$ cat src/nch_pkg.sv
// Package: opcodes, address layout and timing counts for the NAND host
package nch_pkg;
	localparam logic [7:0] OP_READ_SETUP = 8'h00;
	localparam logic [7:0] OP_READ_CONFIRM = 8'h30;
	localparam logic [7:0] OP_READ_COPYBACK = 8'h35;
	localparam logic [7:0] OP_CACHE_SEQ = 8'h31;
	localparam logic [7:0] OP_CACHE_END = 8'h3f;
	localparam logic [7:0] OP_COL_CHANGE = 8'h05;
	localparam logic [7:0] OP_PLANE_CHANGE = 8'h06;
	localparam logic [7:0] OP_COL_CONFIRM = 8'he0;
	localparam logic [7:0] OP_READ_ID = 8'h90;
	localparam logic [7:0] OP_PARAM_PAGE = 8'hec;
	localparam logic [7:0] OP_UNIQUE_ID = 8'hed;
	localparam logic [7:0] OP_GET_FEAT = 8'hee;
	localparam logic [7:0] OP_SET_FEAT = 8'hef;
	localparam logic [7:0] OP_STATUS = 8'h70;
	localparam logic [7:0] OP_STATUS_ENH = 8'h78;
	localparam logic [7:0] OP_RESET = 8'hff;
	localparam logic [7:0] OP_PROG = 8'h80;
	localparam logic [7:0] OP_PROG_2ND = 8'h81;
	localparam logic [7:0] OP_COPY_PROG = 8'h85;
	localparam logic [7:0] OP_PROG_CONFIRM = 8'h10;
	localparam logic [7:0] OP_PLANE_CLOSE = 8'h11;
	localparam logic [7:0] OP_CACHE_PROG = 8'h15;
	localparam logic [7:0] OP_ERASE = 8'h60;
	localparam logic [7:0] OP_ERASE_CONFIRM = 8'hd0;
	localparam logic [7:0] OP_ERASE_PLANE = 8'hd1;
	// Address layout
	localparam int COL_W = 12;
	localparam int ROW_W = 18;
	localparam int ADDR_CYCLES = 5;
	localparam int COL_CYCLES = 2;
	localparam int PLANE_BIT_ROW = 6;
	localparam logic [11:0] PAGE_LAST_COL = 12'h83f;
	// Bus phase timing (ns) and derived counts at 4 ns
	localparam int CLK_NS = 4;
	localparam int STROBE_LOW_NS = 12;
	localparam int STROBE_HIGH_NS = 10;
	localparam int LOW_CYC = (STROBE_LOW_NS + CLK_NS - 1) / CLK_NS;
	localparam int HIGH_CYC = (STROBE_HIGH_NS + CLK_NS - 1) / CLK_NS;
	localparam logic [3:0] LOW_CNT = 4'(LOW_CYC);
	localparam logic [3:0] HIGH_CNT = 4'(HIGH_CYC);
	// Host request kinds
	localparam logic [1:0] REQ_CMD = 2'h0;
	localparam logic [1:0] REQ_ADDR = 2'h1;
	localparam logic [1:0] REQ_READ = 2'h2;
	localparam logic [1:0] REQ_WRITE = 2'h3;
	typedef enum logic [3:0] {
		NCH_IDLE = 4'b0001,
		NCH_SETUP = 4'b0010,
		NCH_HOLD = 4'b0100,
		NCH_DONE = 4'b1000
	} nch_state_t;
	// Opcodes that set up address cycles
	function automatic logic nch_takes_addr(input logic [7:0] op);
		return op == OP_READ_SETUP || op == OP_PROG || op == OP_PROG_2ND
			|| op == OP_COPY_PROG || op == OP_ERASE || op == OP_COL_CHANGE
			|| op == OP_PLANE_CHANGE || op == OP_READ_ID
			|| op == OP_PARAM_PAGE || op == OP_UNIQUE_ID
			|| op == OP_GET_FEAT || op == OP_SET_FEAT
			|| op == OP_STATUS_ENH;
	endfunction : nch_takes_addr
	// Program, erase and set-features opcodes, refused under write protect
	function automatic logic nch_is_write_op(input logic [7:0] op);
		return op == OP_PROG || op == OP_PROG_2ND || op == OP_COPY_PROG
			|| op == OP_ERASE || op == OP_ERASE_PLANE
			|| op == OP_PROG_CONFIRM || op == OP_PLANE_CLOSE
			|| op == OP_CACHE_PROG || op == OP_ERASE_CONFIRM
			|| op == OP_SET_FEAT;
	endfunction : nch_is_write_op
	// Opcodes legal while the device reports busy
	function automatic logic nch_busy_ok(input logic [7:0] op);
		return op == OP_STATUS || op == OP_STATUS_ENH || op == OP_RESET;
	endfunction : nch_busy_ok
	// Every opcode the device defines
	function automatic logic nch_known(input logic [7:0] op);
		return nch_takes_addr(op) || nch_is_write_op(op) || nch_busy_ok(op)
			|| op == OP_READ_CONFIRM || op == OP_READ_COPYBACK
			|| op == OP_CACHE_SEQ || op == OP_CACHE_END
			|| op == OP_COL_CONFIRM;
	endfunction : nch_known
endpackage : nch_pkg
$ cat src/nch_cycle_if.sv
// Interface between sequencer and bus cycle engine
`timescale 1ns/10ps
`default_nettype none
interface nch_cycle_if;
	logic start;
	logic [1:0] kind;
	logic [7:0] wdata;
	logic busy;
	logic done;
	logic [7:0] rdata;
	modport seq (output start, output kind, output wdata,
		input busy, input done, input rdata);
	modport eng (input start, input kind, input wdata,
		output busy, output done, output rdata);
endinterface : nch_cycle_if
`default_nettype wire

$ cat src/nch_bus_cycle.sv
// One NAND bus cycle: strobe low phase, read capture as it ends, high phase
`timescale 1ns/10ps
`default_nettype none
module nch_bus_cycle
	import nch_pkg::*;
(
	input wire logic clock,
	input wire logic rst_n,
	nch_cycle_if.eng cyc,
	input wire logic [7:0] io_in,
	output logic [7:0] io_out,
	output logic io_oe_n,
	output logic cle,
	output logic ale,
	output logic we_n,
	output logic re_n
);
	nch_state_t state, next_state;
	logic [3:0] cnt, next_cnt;
	logic [1:0] kind, next_kind;
	logic [7:0] rdata, next_rdata, next_io_out;
	logic next_io_oe_n, next_cle, next_ale, next_we_n, next_re_n;

	always_comb begin
		next_state = state;
		next_cnt = cnt;
		next_kind = kind;
		next_rdata = rdata;
		next_io_out = io_out;
		next_io_oe_n = io_oe_n;
		next_cle = cle;
		next_ale = ale;
		next_we_n = we_n;
		next_re_n = re_n;
		case (state)
			NCH_IDLE: begin
				if (cyc.start) begin
					next_kind = cyc.kind;
					next_cle = cyc.kind == REQ_CMD;
					next_ale = cyc.kind == REQ_ADDR;
					next_io_out = cyc.wdata;
					next_io_oe_n = cyc.kind == REQ_READ;
					next_re_n = cyc.kind != REQ_READ;
					next_we_n = cyc.kind == REQ_READ;
					next_cnt = LOW_CNT;
					next_state = NCH_SETUP;
				end
			end
			NCH_SETUP: begin
				if (cnt > 4'h1) begin
					next_cnt = cnt - 4'h1;
				end else begin
					if (kind == REQ_READ) begin
						next_rdata = io_in;
					end
					next_we_n = 1'b1;
					next_re_n = 1'b1;
					next_cnt = HIGH_CNT;
					next_state = NCH_HOLD;
				end
			end
			NCH_HOLD: begin
				if (cnt > 4'h1) begin
					next_cnt = cnt - 4'h1;
				end else begin
					next_cle = 1'b0;
					next_ale = 1'b0;
					next_io_oe_n = 1'b1;
					next_state = NCH_DONE;
				end
			end
			NCH_DONE: next_state = NCH_IDLE;
			default: next_state = NCH_IDLE;
		endcase
	end

	always_ff @(posedge clock or negedge rst_n) begin
		if (!rst_n) begin
			state <= NCH_IDLE;
			cnt <= 4'h0;
			kind <= REQ_CMD;
			rdata <= 8'h00;
			io_out <= 8'h00;
			io_oe_n <= 1'b1;
			cle <= 1'b0;
			ale <= 1'b0;
			we_n <= 1'b1;
			re_n <= 1'b1;
		end else begin
			state <= next_state;
			cnt <= next_cnt;
			kind <= next_kind;
			rdata <= next_rdata;
			io_out <= next_io_out;
			io_oe_n <= next_io_oe_n;
			cle <= next_cle;
			ale <= next_ale;
			we_n <= next_we_n;
			re_n <= next_re_n;
		end
	end

	assign cyc.busy = state != NCH_IDLE;
	assign cyc.done = state == NCH_DONE;
	assign cyc.rdata = rdata;
endmodule : nch_bus_cycle
`default_nettype wire

$ cat src/nch_host.sv
// NAND host controller: sequences opcodes, addresses and data bytes
// Behaviour
// - Five address cycles, column low byte first
// - Unused address bits driven low
// - Page read: 00h, five addresses, 30h
// - After status poll reissue 00h
// - Only status and reset while busy (REQ_ADDR and REQ_WRITE cycles are not screened against busy and are still accepted)
// - Two-plane read: two address sets, one confirm
// - Column moves stay in loaded page
// - Copy-back source, destination share plane
`timescale 1ns/10ps
`default_nettype none
module nch_host
	import nch_pkg::*;
(
	input wire logic clock,
	input wire logic rst_n,
	input wire logic req_valid,
	input wire logic [1:0] req_kind,
	input wire logic [7:0] req_data,
	input wire logic [11:0] req_col,
	input wire logic [17:0] req_row,
	output logic req_ready,
	output logic req_error,
	output logic rsp_valid,
	output logic [7:0] rsp_data,
	output logic [11:0] col_ptr,
	output logic plane_select_bit,
	output logic device_busy,
	output logic cmd_refused,
	input wire logic wp_n,
	input wire logic ready_busy_n,
	input wire logic [7:0] io_in,
	output logic [7:0] io_out,
	output logic io_oe_n,
	output logic cle,
	output logic ale,
	output logic ce_n,
	output logic we_n,
	output logic re_n,
	output logic wp_out_n
);
	nch_cycle_if cyc();
	logic [2:0] addr_idx, next_addr_idx;
	logic addr_open, next_addr_open;
	logic need_setup, next_need_setup;
	logic [11:0] col, next_col;
	logic [17:0] row, next_row;
	logic [7:0] wbyte;
	logic pending, next_pending;
	logic [1:0] pkind, next_pkind;
	logic [7:0] pdata, next_pdata;
	logic [7:0] rsp_byte, next_rsp_byte;
	logic rsp_v, next_rsp_v;
	logic err, next_err;
	logic refused, next_refused;
	logic cb_armed, next_cb_armed;
	logic cb_plane, next_cb_plane;
	logic accept, reject;

	nch_bus_cycle u_cycle (
		.clock(clock),
		.rst_n(rst_n),
		.cyc(cyc),
		.io_in(io_in),
		.io_out(io_out),
		.io_oe_n(io_oe_n),
		.cle(cle),
		.ale(ale),
		.we_n(we_n),
		.re_n(re_n)
	);

	// Address byte for the current cycle index
	always_comb begin
		case (addr_idx)
			3'd0: wbyte = col[7:0];
			3'd1: wbyte = {4'h0, col[11:8]};
			3'd2: wbyte = row[7:0];
			3'd3: wbyte = row[15:8];
			3'd4: wbyte = {6'h00, row[17:16]};
			default: wbyte = 8'h00;
		endcase
	end

	// Request screening against protection, busy and unknown opcodes
	always_comb begin
		reject = 1'b0;
		if (req_kind == REQ_CMD) begin
			if (!ready_busy_n && !nch_busy_ok(req_data)) begin
				reject = 1'b1;
			end
			if (!wp_n && nch_is_write_op(req_data)) begin
				reject = 1'b1;
			end
			if (!nch_known(req_data)) begin
				reject = 1'b1;
			end
		end
		if (req_kind == REQ_ADDR && !addr_open) begin
			reject = 1'b1;
		end
		if (req_kind == REQ_READ && !ready_busy_n) begin
			reject = 1'b1;
		end
		if (req_kind == REQ_READ && need_setup) begin
			reject = 1'b1;
		end
		if (req_kind == REQ_CMD && req_data == OP_COPY_PROG && cb_armed
			&& req_row[PLANE_BIT_ROW] != cb_plane) begin
			reject = 1'b1;
		end
	end

	assign req_ready = !pending && !cyc.busy;
	assign accept = req_valid && req_ready && !reject;

	always_comb begin
		next_addr_idx = addr_idx;
		next_addr_open = addr_open;
		next_need_setup = need_setup;
		next_col = col;
		next_row = row;
		next_pending = pending;
		next_pkind = pkind;
		next_pdata = pdata;
		next_rsp_byte = rsp_byte;
		next_rsp_v = 1'b0;
		next_err = 1'b0;
		next_refused = refused;
		next_cb_armed = cb_armed;
		next_cb_plane = cb_plane;
		cyc.start = 1'b0;
		cyc.kind = pkind;
		cyc.wdata = pdata;
		if (req_valid && req_ready && reject) begin
			next_err = 1'b1;
			next_refused = 1'b1;
		end
		if (accept) begin
			next_refused = 1'b0;
			next_pending = 1'b1;
			next_pkind = req_kind;
			next_pdata = req_data;
			if (req_kind == REQ_CMD) begin
				next_addr_open = nch_takes_addr(req_data);
				next_addr_idx = 3'd0;
				if (req_data == OP_COL_CHANGE) begin
					next_col = req_col;
				end else begin
					next_col = req_col;
					next_row = req_row;
				end
				if (req_data == OP_STATUS || req_data == OP_STATUS_ENH) begin
					next_need_setup = 1'b1;
				end
				if (req_data == OP_READ_SETUP || req_data == OP_RESET) begin
					next_need_setup = 1'b0;
				end
				// Remember the plane of a copy-back read
				if (req_data == OP_READ_COPYBACK) begin
					next_cb_armed = 1'b1;
					next_cb_plane = req_row[PLANE_BIT_ROW];
				end
				if (req_data == OP_PROG_CONFIRM || req_data == OP_RESET) begin
					next_cb_armed = 1'b0;
				end
			end
		end
		if (pending && !cyc.busy) begin
			cyc.start = 1'b1;
			cyc.kind = pkind;
			cyc.wdata = pkind == REQ_ADDR ? wbyte : pdata;
			next_pending = 1'b0;
		end
		if (cyc.done) begin
			if (pkind == REQ_ADDR) begin
				if (addr_idx == 3'(ADDR_CYCLES - 1)) begin
					next_addr_open = 1'b0;
				end else begin
					next_addr_idx = addr_idx + 3'd1;
				end
			end
			if (pkind == REQ_READ) begin
				next_rsp_v = 1'b1;
				next_rsp_byte = cyc.rdata;
				if (col != PAGE_LAST_COL) begin
					next_col = col + 12'h001;
				end
			end
		end
	end

	always_ff @(posedge clock or negedge rst_n) begin
		if (!rst_n) begin
			addr_idx <= 3'd0;
			addr_open <= 1'b1;
			need_setup <= 1'b0;
			col <= 12'h000;
			row <= 18'h00000;
			pending <= 1'b0;
			pkind <= REQ_CMD;
			pdata <= 8'h00;
			rsp_byte <= 8'h00;
			rsp_v <= 1'b0;
			err <= 1'b0;
			refused <= 1'b0;
			cb_armed <= 1'b0;
			cb_plane <= 1'b0;
		end else begin
			addr_idx <= next_addr_idx;
			addr_open <= next_addr_open;
			need_setup <= next_need_setup;
			col <= next_col;
			row <= next_row;
			pending <= next_pending;
			pkind <= next_pkind;
			pdata <= next_pdata;
			rsp_byte <= next_rsp_byte;
			rsp_v <= next_rsp_v;
			err <= next_err;
			refused <= next_refused;
			cb_armed <= next_cb_armed;
			cb_plane <= next_cb_plane;
		end
	end

	assign rsp_valid = rsp_v;
	assign rsp_data = rsp_byte;
	assign req_error = err;
	assign cmd_refused = refused;
	assign col_ptr = col;
	assign plane_select_bit = row[PLANE_BIT_ROW];
	assign device_busy = !ready_busy_n;
	assign ce_n = 1'b0;
	assign wp_out_n = wp_n;
endmodule : nch_host
`default_nettype wire

$ cat config.mk
export PLATFORM = sky130hd
export DESIGN_NAME = nch_host
export DESIGN_NICKNAME = d
export VERILOG_FILES = /design/src/nch_pkg.sv /design/src/nch_cycle_if.sv /design/src/nch_bus_cycle.sv /design/src/nch_host.sv
export SDC_FILE = /design/constraint.sdc
export NUM_CORES = 1
export LEC_CHECK = 0
export BUFFER_PORTS_ARGS = -buffer_cell sky130_fd_sc_hd__buf_2
export CORE_MARGIN = 5
export CORE_UTILIZATION = 60
export CTS_CLUSTER_SIZE = 16
export DETAILED_ROUTE_END_ITERATION = 7
export PLACE_DENSITY = 0.95
export SLEW_MARGIN = 5
export SYNTH_ARGS = -nofsm -noshare
export SYNTH_HDL_FRONTEND = slang
export SYNTH_SLANG_ARGS = --single-unit
$ cat constraint.sdc
create_clock -name clock -period 6.1 [get_ports clock]
set_input_delay 0 -clock clock [delete_from_list [all_inputs] [get_ports clock]]
set_output_delay 0 -clock clock [all_outputs]
set_load 0.005 [all_outputs]
# After elaboration in Yosys (flattened, before gate mapping)
# Cells that the tools add are included.
[totals]
input_bits = 53
wordCells = 206
ff_bits = 90
out_inout_bits = 41
[op_classes]
reduce_logical = 74
n_eq_ne = 45
bitwise = 2
mux = 57
addsub = 3
order_cmp = 1
[ops]
columns = ["op", "n"]
rows = [
  ["equality test 8 bit, second input constant", 12],
  ["2-to-1 mux 12 bit", 5],
  ["case mux 8 bit (5 select lines)", 1],
  ["equality test 8 x 6 -> 1 bit, second input constant", 4],
  ["logical OR 1 bit", 32],
  ["2-to-1 mux 1 bit", 31],
  ["AND reduction 3 bit", 9],
  ["equality test 8 x 5 -> 1 bit, second input constant", 3],
  ["equality test 8 x 7 -> 1 bit, second input constant", 3],
  ["2-to-1 mux 4 bit", 6],
  ["case mux 4 bit (3 select lines)", 2],
  ["equality test 8 x 3 -> 1 bit, second input constant", 2],
  ["2-to-1 mux 8 bit", 2],
  ["2-to-1 mux 3 bit", 5],
  ["logical AND 1 bit", 13],
  ["adder 12 x 1 -> 12 bit, second input constant", 1],
  ["inequality test 12 bit, second input constant", 1],
  ["nonzero test 2 bit", 6],
  ["case mux 1 bit (2 select lines)", 5],
  ["logical NOT 8 bit", 1],
  ["inequality test 2 bit, second input constant", 4],
  ["logical NOT 1 bit", 7],
  ["equality test 2 bit, second input constant", 3],
  ["equality test 3 x 2 -> 1 bit, second input constant", 2],
  ["18 further kinds", 22],
]

# Longest topological paths before layout
[depth]
word_depth = 32
ltp_mapped = 11

# Hierarchy
# From an unflattened synthesis, not the netlist that was laid out.
[unflattened]
cells_unflattened = 459
area_unflattened_um2 = 4818.4
[by_module_without_submodules]
columns = ["module", "area_per_inst_um2", "instances", "cells_per_inst"]
rows = [
  ["nch_host", 3392.0, 1, 348],
  ["nch_bus_cycle", 1426.4, 1, 111],
]

# Worst setup path before layout
# No wires, ideal clock.
[synth_path]
kind = "input port to flip-flop"
from = "input req_data[3]"
to = "register row[0]"
t_arrival_ns = 2.410
path_buffers = 4
path_slack_ns = 3.565
t_required_ns = 5.975
stages = 10
setup_ns = 0.125
cell_sequence = "buf_2 or4_1 o32ai_1 a311oi_1 and4_4 buf_6 or4_4 buf_6 buf_6 mux2_4"
[synth_via]
elab_chain_cells = 29
[synth_rtl]
columns = ["element", "line", "source"]
rows = [
  ["start, declared", "nch_host.sv:20", "input wire logic [7:0] req_data,"],
  ["equality test 8 bit or logical NOT 8 bit (tied branches)", "nch_pkg.sv:56, nch_pkg.sv:65", ""],
  ["logical OR 1 bit (2 in series)", "nch_pkg.sv:56", "return op == OP_READ_SETUP || op == OP_PROG || op == OP_PROG_2ND"],
  ["logical OR 1 bit (3 in series)", "nch_pkg.sv:57", "|| op == OP_COPY_PROG || op == OP_ERASE || op == OP_COL_CHANGE"],
  ["logical OR 1 bit (2 in series)", "nch_pkg.sv:58", "|| op == OP_PLANE_CHANGE || op == OP_READ_ID"],
  ["logical OR 1 bit (2 in series)", "nch_pkg.sv:59", "|| op == OP_PARAM_PAGE || op == OP_UNIQUE_ID"],
  ["logical OR 1 bit (2 in series)", "nch_pkg.sv:60", "|| op == OP_GET_FEAT || op == OP_SET_FEAT"],
  ["logical OR 1 bit", "nch_pkg.sv:61", "|| op == OP_STATUS_ENH;"],
  ["logical OR 1 bit (2 in series)", "nch_pkg.sv:77", "return nch_takes_addr(op) || nch_is_write_op(op) || nch_busy_ok(op)"],
  ["(+6 left out)", "--", ""],
  ["2-to-1 mux 1 bit", "nch_host.sv:89", "if (req_kind == REQ_CMD) begin"],
  ["2-to-1 mux 1 bit", "nch_host.sv:100", "if (req_kind == REQ_ADDR && !addr_open) begin"],
  ["2-to-1 mux 1 bit", "nch_host.sv:103", "if (req_kind == REQ_READ && !ready_busy_n) begin"],
  ["2-to-1 mux 1 bit", "nch_host.sv:106", "if (req_kind == REQ_READ && need_setup) begin"],
  ["2-to-1 mux 1 bit", "nch_host.sv:109", "if (req_kind == REQ_CMD && req_data == OP_COPY_PROG && cb_armed"],
  ["logical NOT 1 bit", "nch_host.sv:116", "assign accept = req_valid && req_ready && !reject;"],
  ["logical AND 1 bit", "nch_host.sv:116", ""],
  ["AND reduction 3 bit (no line) *", "--", ""],
  ["end signal, assigned", "nch_host.sv:215", "row <= next_row;"],
  ["end, declared", "nch_host.sv:48", "logic [17:0] row, next_row;"],
]
# Mark *: on every way between the ends. The rest lies on a longest branch, timed or not.
# A chain may end at the register's enable or synchronous reset.

# Final worst setup path
[layout_path]
from = "register u_cycle.state[1]"
to = "register col[10], in the netlist col_ptr[10]"
[layout_via]
elab_chain_cells = 9
[layout_rtl]
columns = ["element", "line", "source"]
rows = [
  ["start, declared", "nch_bus_cycle.sv:18", "nch_state_t state, next_state;"],
  ["start signal, assigned", "nch_bus_cycle.sv:90", "state <= next_state;"],
  ["inequality test 4 x 1 -> 1 bit", "nch_bus_cycle.sv:103", "assign cyc.busy = state != NCH_IDLE;"],
  ["logical NOT 1 bit", "nch_host.sv:115", "assign req_ready = !pending && !cyc.busy;"],
  ["logical AND 1 bit", "nch_host.sv:115", ""],
  ["logical AND 1 bit (2 in series)", "nch_host.sv:116", ""],
  ["2-to-1 mux 12 bit", "nch_host.sv:140", "if (accept) begin"],
  ["2-to-1 mux 12 bit", "nch_host.sv:187", "if (col != PAGE_LAST_COL) begin"],
  ["2-to-1 mux 12 bit", "nch_host.sv:184", "if (pkind == REQ_READ) begin"],
  ["2-to-1 mux 12 bit *", "nch_host.sv:176", "if (cyc.done) begin"],
  ["via next_col[10]", "nch_host.sv:47", "logic [11:0] col, next_col;"],
  ["end signal, assigned", "nch_host.sv:214", "col <= next_col;"],
  ["end, declared", "nch_host.sv:47", ""],
]
# Mark *: on every way through the listed nets, which the timed path passes. The rest lies on a longest branch.

==> reports/qor.yml <==
route:
  drc: 0
  wl_microns: 14030
  drt_iter0_drc: 329
  route.detailed.wl_per_inst_microns: 20.39
  dr.pass1.iters: 5
  dr_wl_met2_microns: 7154
  route.met3.wl_microns: 1133
  highest_layer: "met4"
  avgViaCountPerCell: 6.407
  drtAntennaViolNets: 0
  met1_length_microns: 5050
  vias: 4408
final_layout:
  drive_above_1_share_pct: 29.52
  antennaDiodeCount: 0
  nFillCells: 503
  finalInstanceArea_sq_um: 5841
  stdcell_count: 688
  final_nets: 642
  area_delta_synth_final_pct: 20.65
logic_synthesis:
  ys.flop_type: "dfrtp_1"
  async_reset_ff_share_pct: 100.0
  synth_nets: 532
  syn_avg_cell_area_sq_um: 10.28
  yosysTopAreaCell: "dfrtp_1"
  yosysMostFrequentCell: "dfrtp_1"
  synth_seq_cells: 90
  synth_top_area_share_pct: 43.94
  synth_common_cells: "85 x dfrtp_1, 40 x nand2_1, 37 x mux2_2"
  synth_area_leaders: "dfrtp_1 44%, mux2_2 8.6%, mux2_4 3.1%, nand2_1 3.1%, dfstp_2 2.7%"
  syn_area_sq_um: 4841
  ys.warnings.count: 0
  yosysSeqAreaShare_pct: 46.65
  synth.distinct_cells: 67
  synthCells: 471
  synth_enable_flop_cells: 0
cts:
  cts_buffers: 9
  cts_root_buffer: "clkbuf_8"
  cts_setup_buffers: 0
  h-tree-depth: 3
  clk_pin_slew_worst_paths_ns: 0.11
  cts_buffer_depth: 2
  clk_latency_ns: 0.37
  cts_sinks: 90
  cts_tree: "done"
power:
  leakagePower_nw: 2.696
  peakVddDrop_uv: 153.2
  power_density_nw_per_um2: 323.3
worst_setup_path:
  crit_fanout: 16
  slowest_delay_ns: 0.73
  cp_slowest_cell: "or4b_2"
  path_buf_inv: 1
  crit_top_cell: "o21ai_1"
  start_kind: "flip-flop"
  critPathRequiredTime_ns: 6.41
  crit_path_end_kind: "flip-flop"
  cp_top_family: "compound AO/OA/AOI/OAI gates"
  crit_chain: "or4b_2, nor2b_1, buf_4, o21ai_1, o21ai_1, o221a_2"
  arrival_ns: 3.14
  path_class: "flip-flop to flip-flop"
placed_design:
  place_area_sq_um: 5275
  place.gp.congestion: 0.9354
  dp_hpwl_microns: 9190
  io_buffer_count: 92
  dp.cells: 635
die:
  chipHeight_microns: 99.82
  core_area_sq_um: 7807
  die_w_microns: 99.82
  pin_count: 94
  rows: 32
  die_area_sq_um: 9964
  initial_core_util_pct: 62.00
sta:
  finalCritPeriodShare_pct: 46.41
  skew_ns: 0.02051
  min_period_ns: 2.831
  tightest_slew_ns: 1.118
  finalSetupViolCount: 0
  hold_violations: 0
  rsz0062_at_grt: "false"
  final.setup.tns_ns: 0
  slew_headroom_pct: 25.48
  fmax_ghz: 0.3533
  timing.final.max_slew_violations: 0
hold_path:
  hold_class: "primary input to flip-flop"
global_routing:
  antenna_found_initial: 0
  track_usage_pct: 28.71
  grt_pass1_wl_microns: 22410
  grt_max_degree: 91
  grt_pass1_vias: 4405
  grt_overflow: 0
run:
  cap_violations: 0
status:
  outcome: "completed"
==> cell families after synthesis <==
family / after synthesis / share of synthesized area [%]
XOR/XNOR: 5 / 0.9046
buffers and inverters: 48 / 4.782
adder cells (fa/ha/maj): 8 / 2.068
other: 1 / 0.07747
AO/OA/AOI/OAI: 110 / 15.77
AND/OR/NAND/NOR: 161 / 17.83
multiplexers: 48 / 11.92
flip-flops: 90 / 46.65
==> layout by cell type (no fill, tap or decap), types with 16 or more instances in the layout <==
cell,synthesis,layout
buf_2,2,91
dfrtp_1,85,85
nand2_1,40,40
mux2_2,37,37
dlygate4sd3_1,0,37
nor2_1,32,32
o21ai_0,24,24
a21oi_1,23,23
inv_1,16,16
nand3_1,16,16
==> what timing repair did <==
item                                   CTS  global route
hold buffers                            37             0
gates resized for setup                  0             0
endpoints found under the hold margin  122             0
==> layout make-up <==
type,count,area [sq um],area share [%]
multi-input combinational,333,2351,40.25
timing repair buffer,131,848.3,14.52
clock buffer,9,123.9,2.121
tap,102,127.6,2.185
sequential,90,2258,38.67
inverter,16,60.06,1.028
clock inverter,7,71.32,1.221
==> layer usage <==
metal | track usage [%] | vias to the layer above
li1 | - | 1967
met1 | 35.18 | 2090
met2 | 48.33 | 286
met3 | 5.142 | 65
met4 | 15.23 | 0
met5 | 0 | -
==> worst register-to-register path: stages, from the launching register on <==
cell and delay, ns:
dfrtp_1 0.48, or4b_2 0.73, nor2b_1 0.20, buf_4 0.27, o21ai_1 0.35, o21ai_1 0.44, o221a_2 0.31
==> flip-flops by register name, summed over array words and instances, names as in the netlist, 2 cells and up <==
register           cells
u_cycle.cyc.rdata      8
row                   18
addr_idx               3
u_cycle.io_out         8
cyc.kind               2
u_cycle.kind           2
u_cycle.state          4
u_cycle.cnt            4
pdata                  8
rsp_data               8
col_ptr               12
==> path summary, 6_finish.rpt <==
kind	startpoint	slack (ns)	end	cells after the start
worst max-delay path	u_cycle.state[1]	3.27	col_ptr[10]	6
max in group asynchronous	rst_n	5.00	u_cycle.io_out[4]	2
worst max register to register	u_cycle.state[1]	3.27	col_ptr[10]	6
min in group asynchronous	rst_n	0.37	u_cycle.cnt[1]	2
worst min-delay path	req_col[2]	0.01	col_ptr[2]	3
worst min register to register	u_cycle.io_oe_n	0.47	u_cycle.io_oe_n	2
==> per-stage QoR <==
| stage | utilization [%] | power, mW | worst slack [ns] | hold WS [ns] |
|---|---|---|---|---|
| after floorplan | - | 1.214 | 3.565 | -0.2956 |
| after global placement | 67.56 | 1.397 | 3.454 | 0.1846 |
| after detailed placement | 67.56 | 1.435 | 3.344 | 0.1850 |
| after CTS | 74.81 | 1.853 | 3.336 | 0.002585 |
| after global routing | 74.81 | 1.989 | 3.118 | 0.01244 |
| final | 74.81 | 1.888 | 3.269 | 0.01396 |
==> report_power, final <==
group,leakage (nW),switching (mW),internal [mW]
clock,0.0931,0.252,0.160
combinational,1.47,0.296,0.260
sequential,1.13,0.166,0.753
Note: power is estimated with default switching activity, not from simulation.
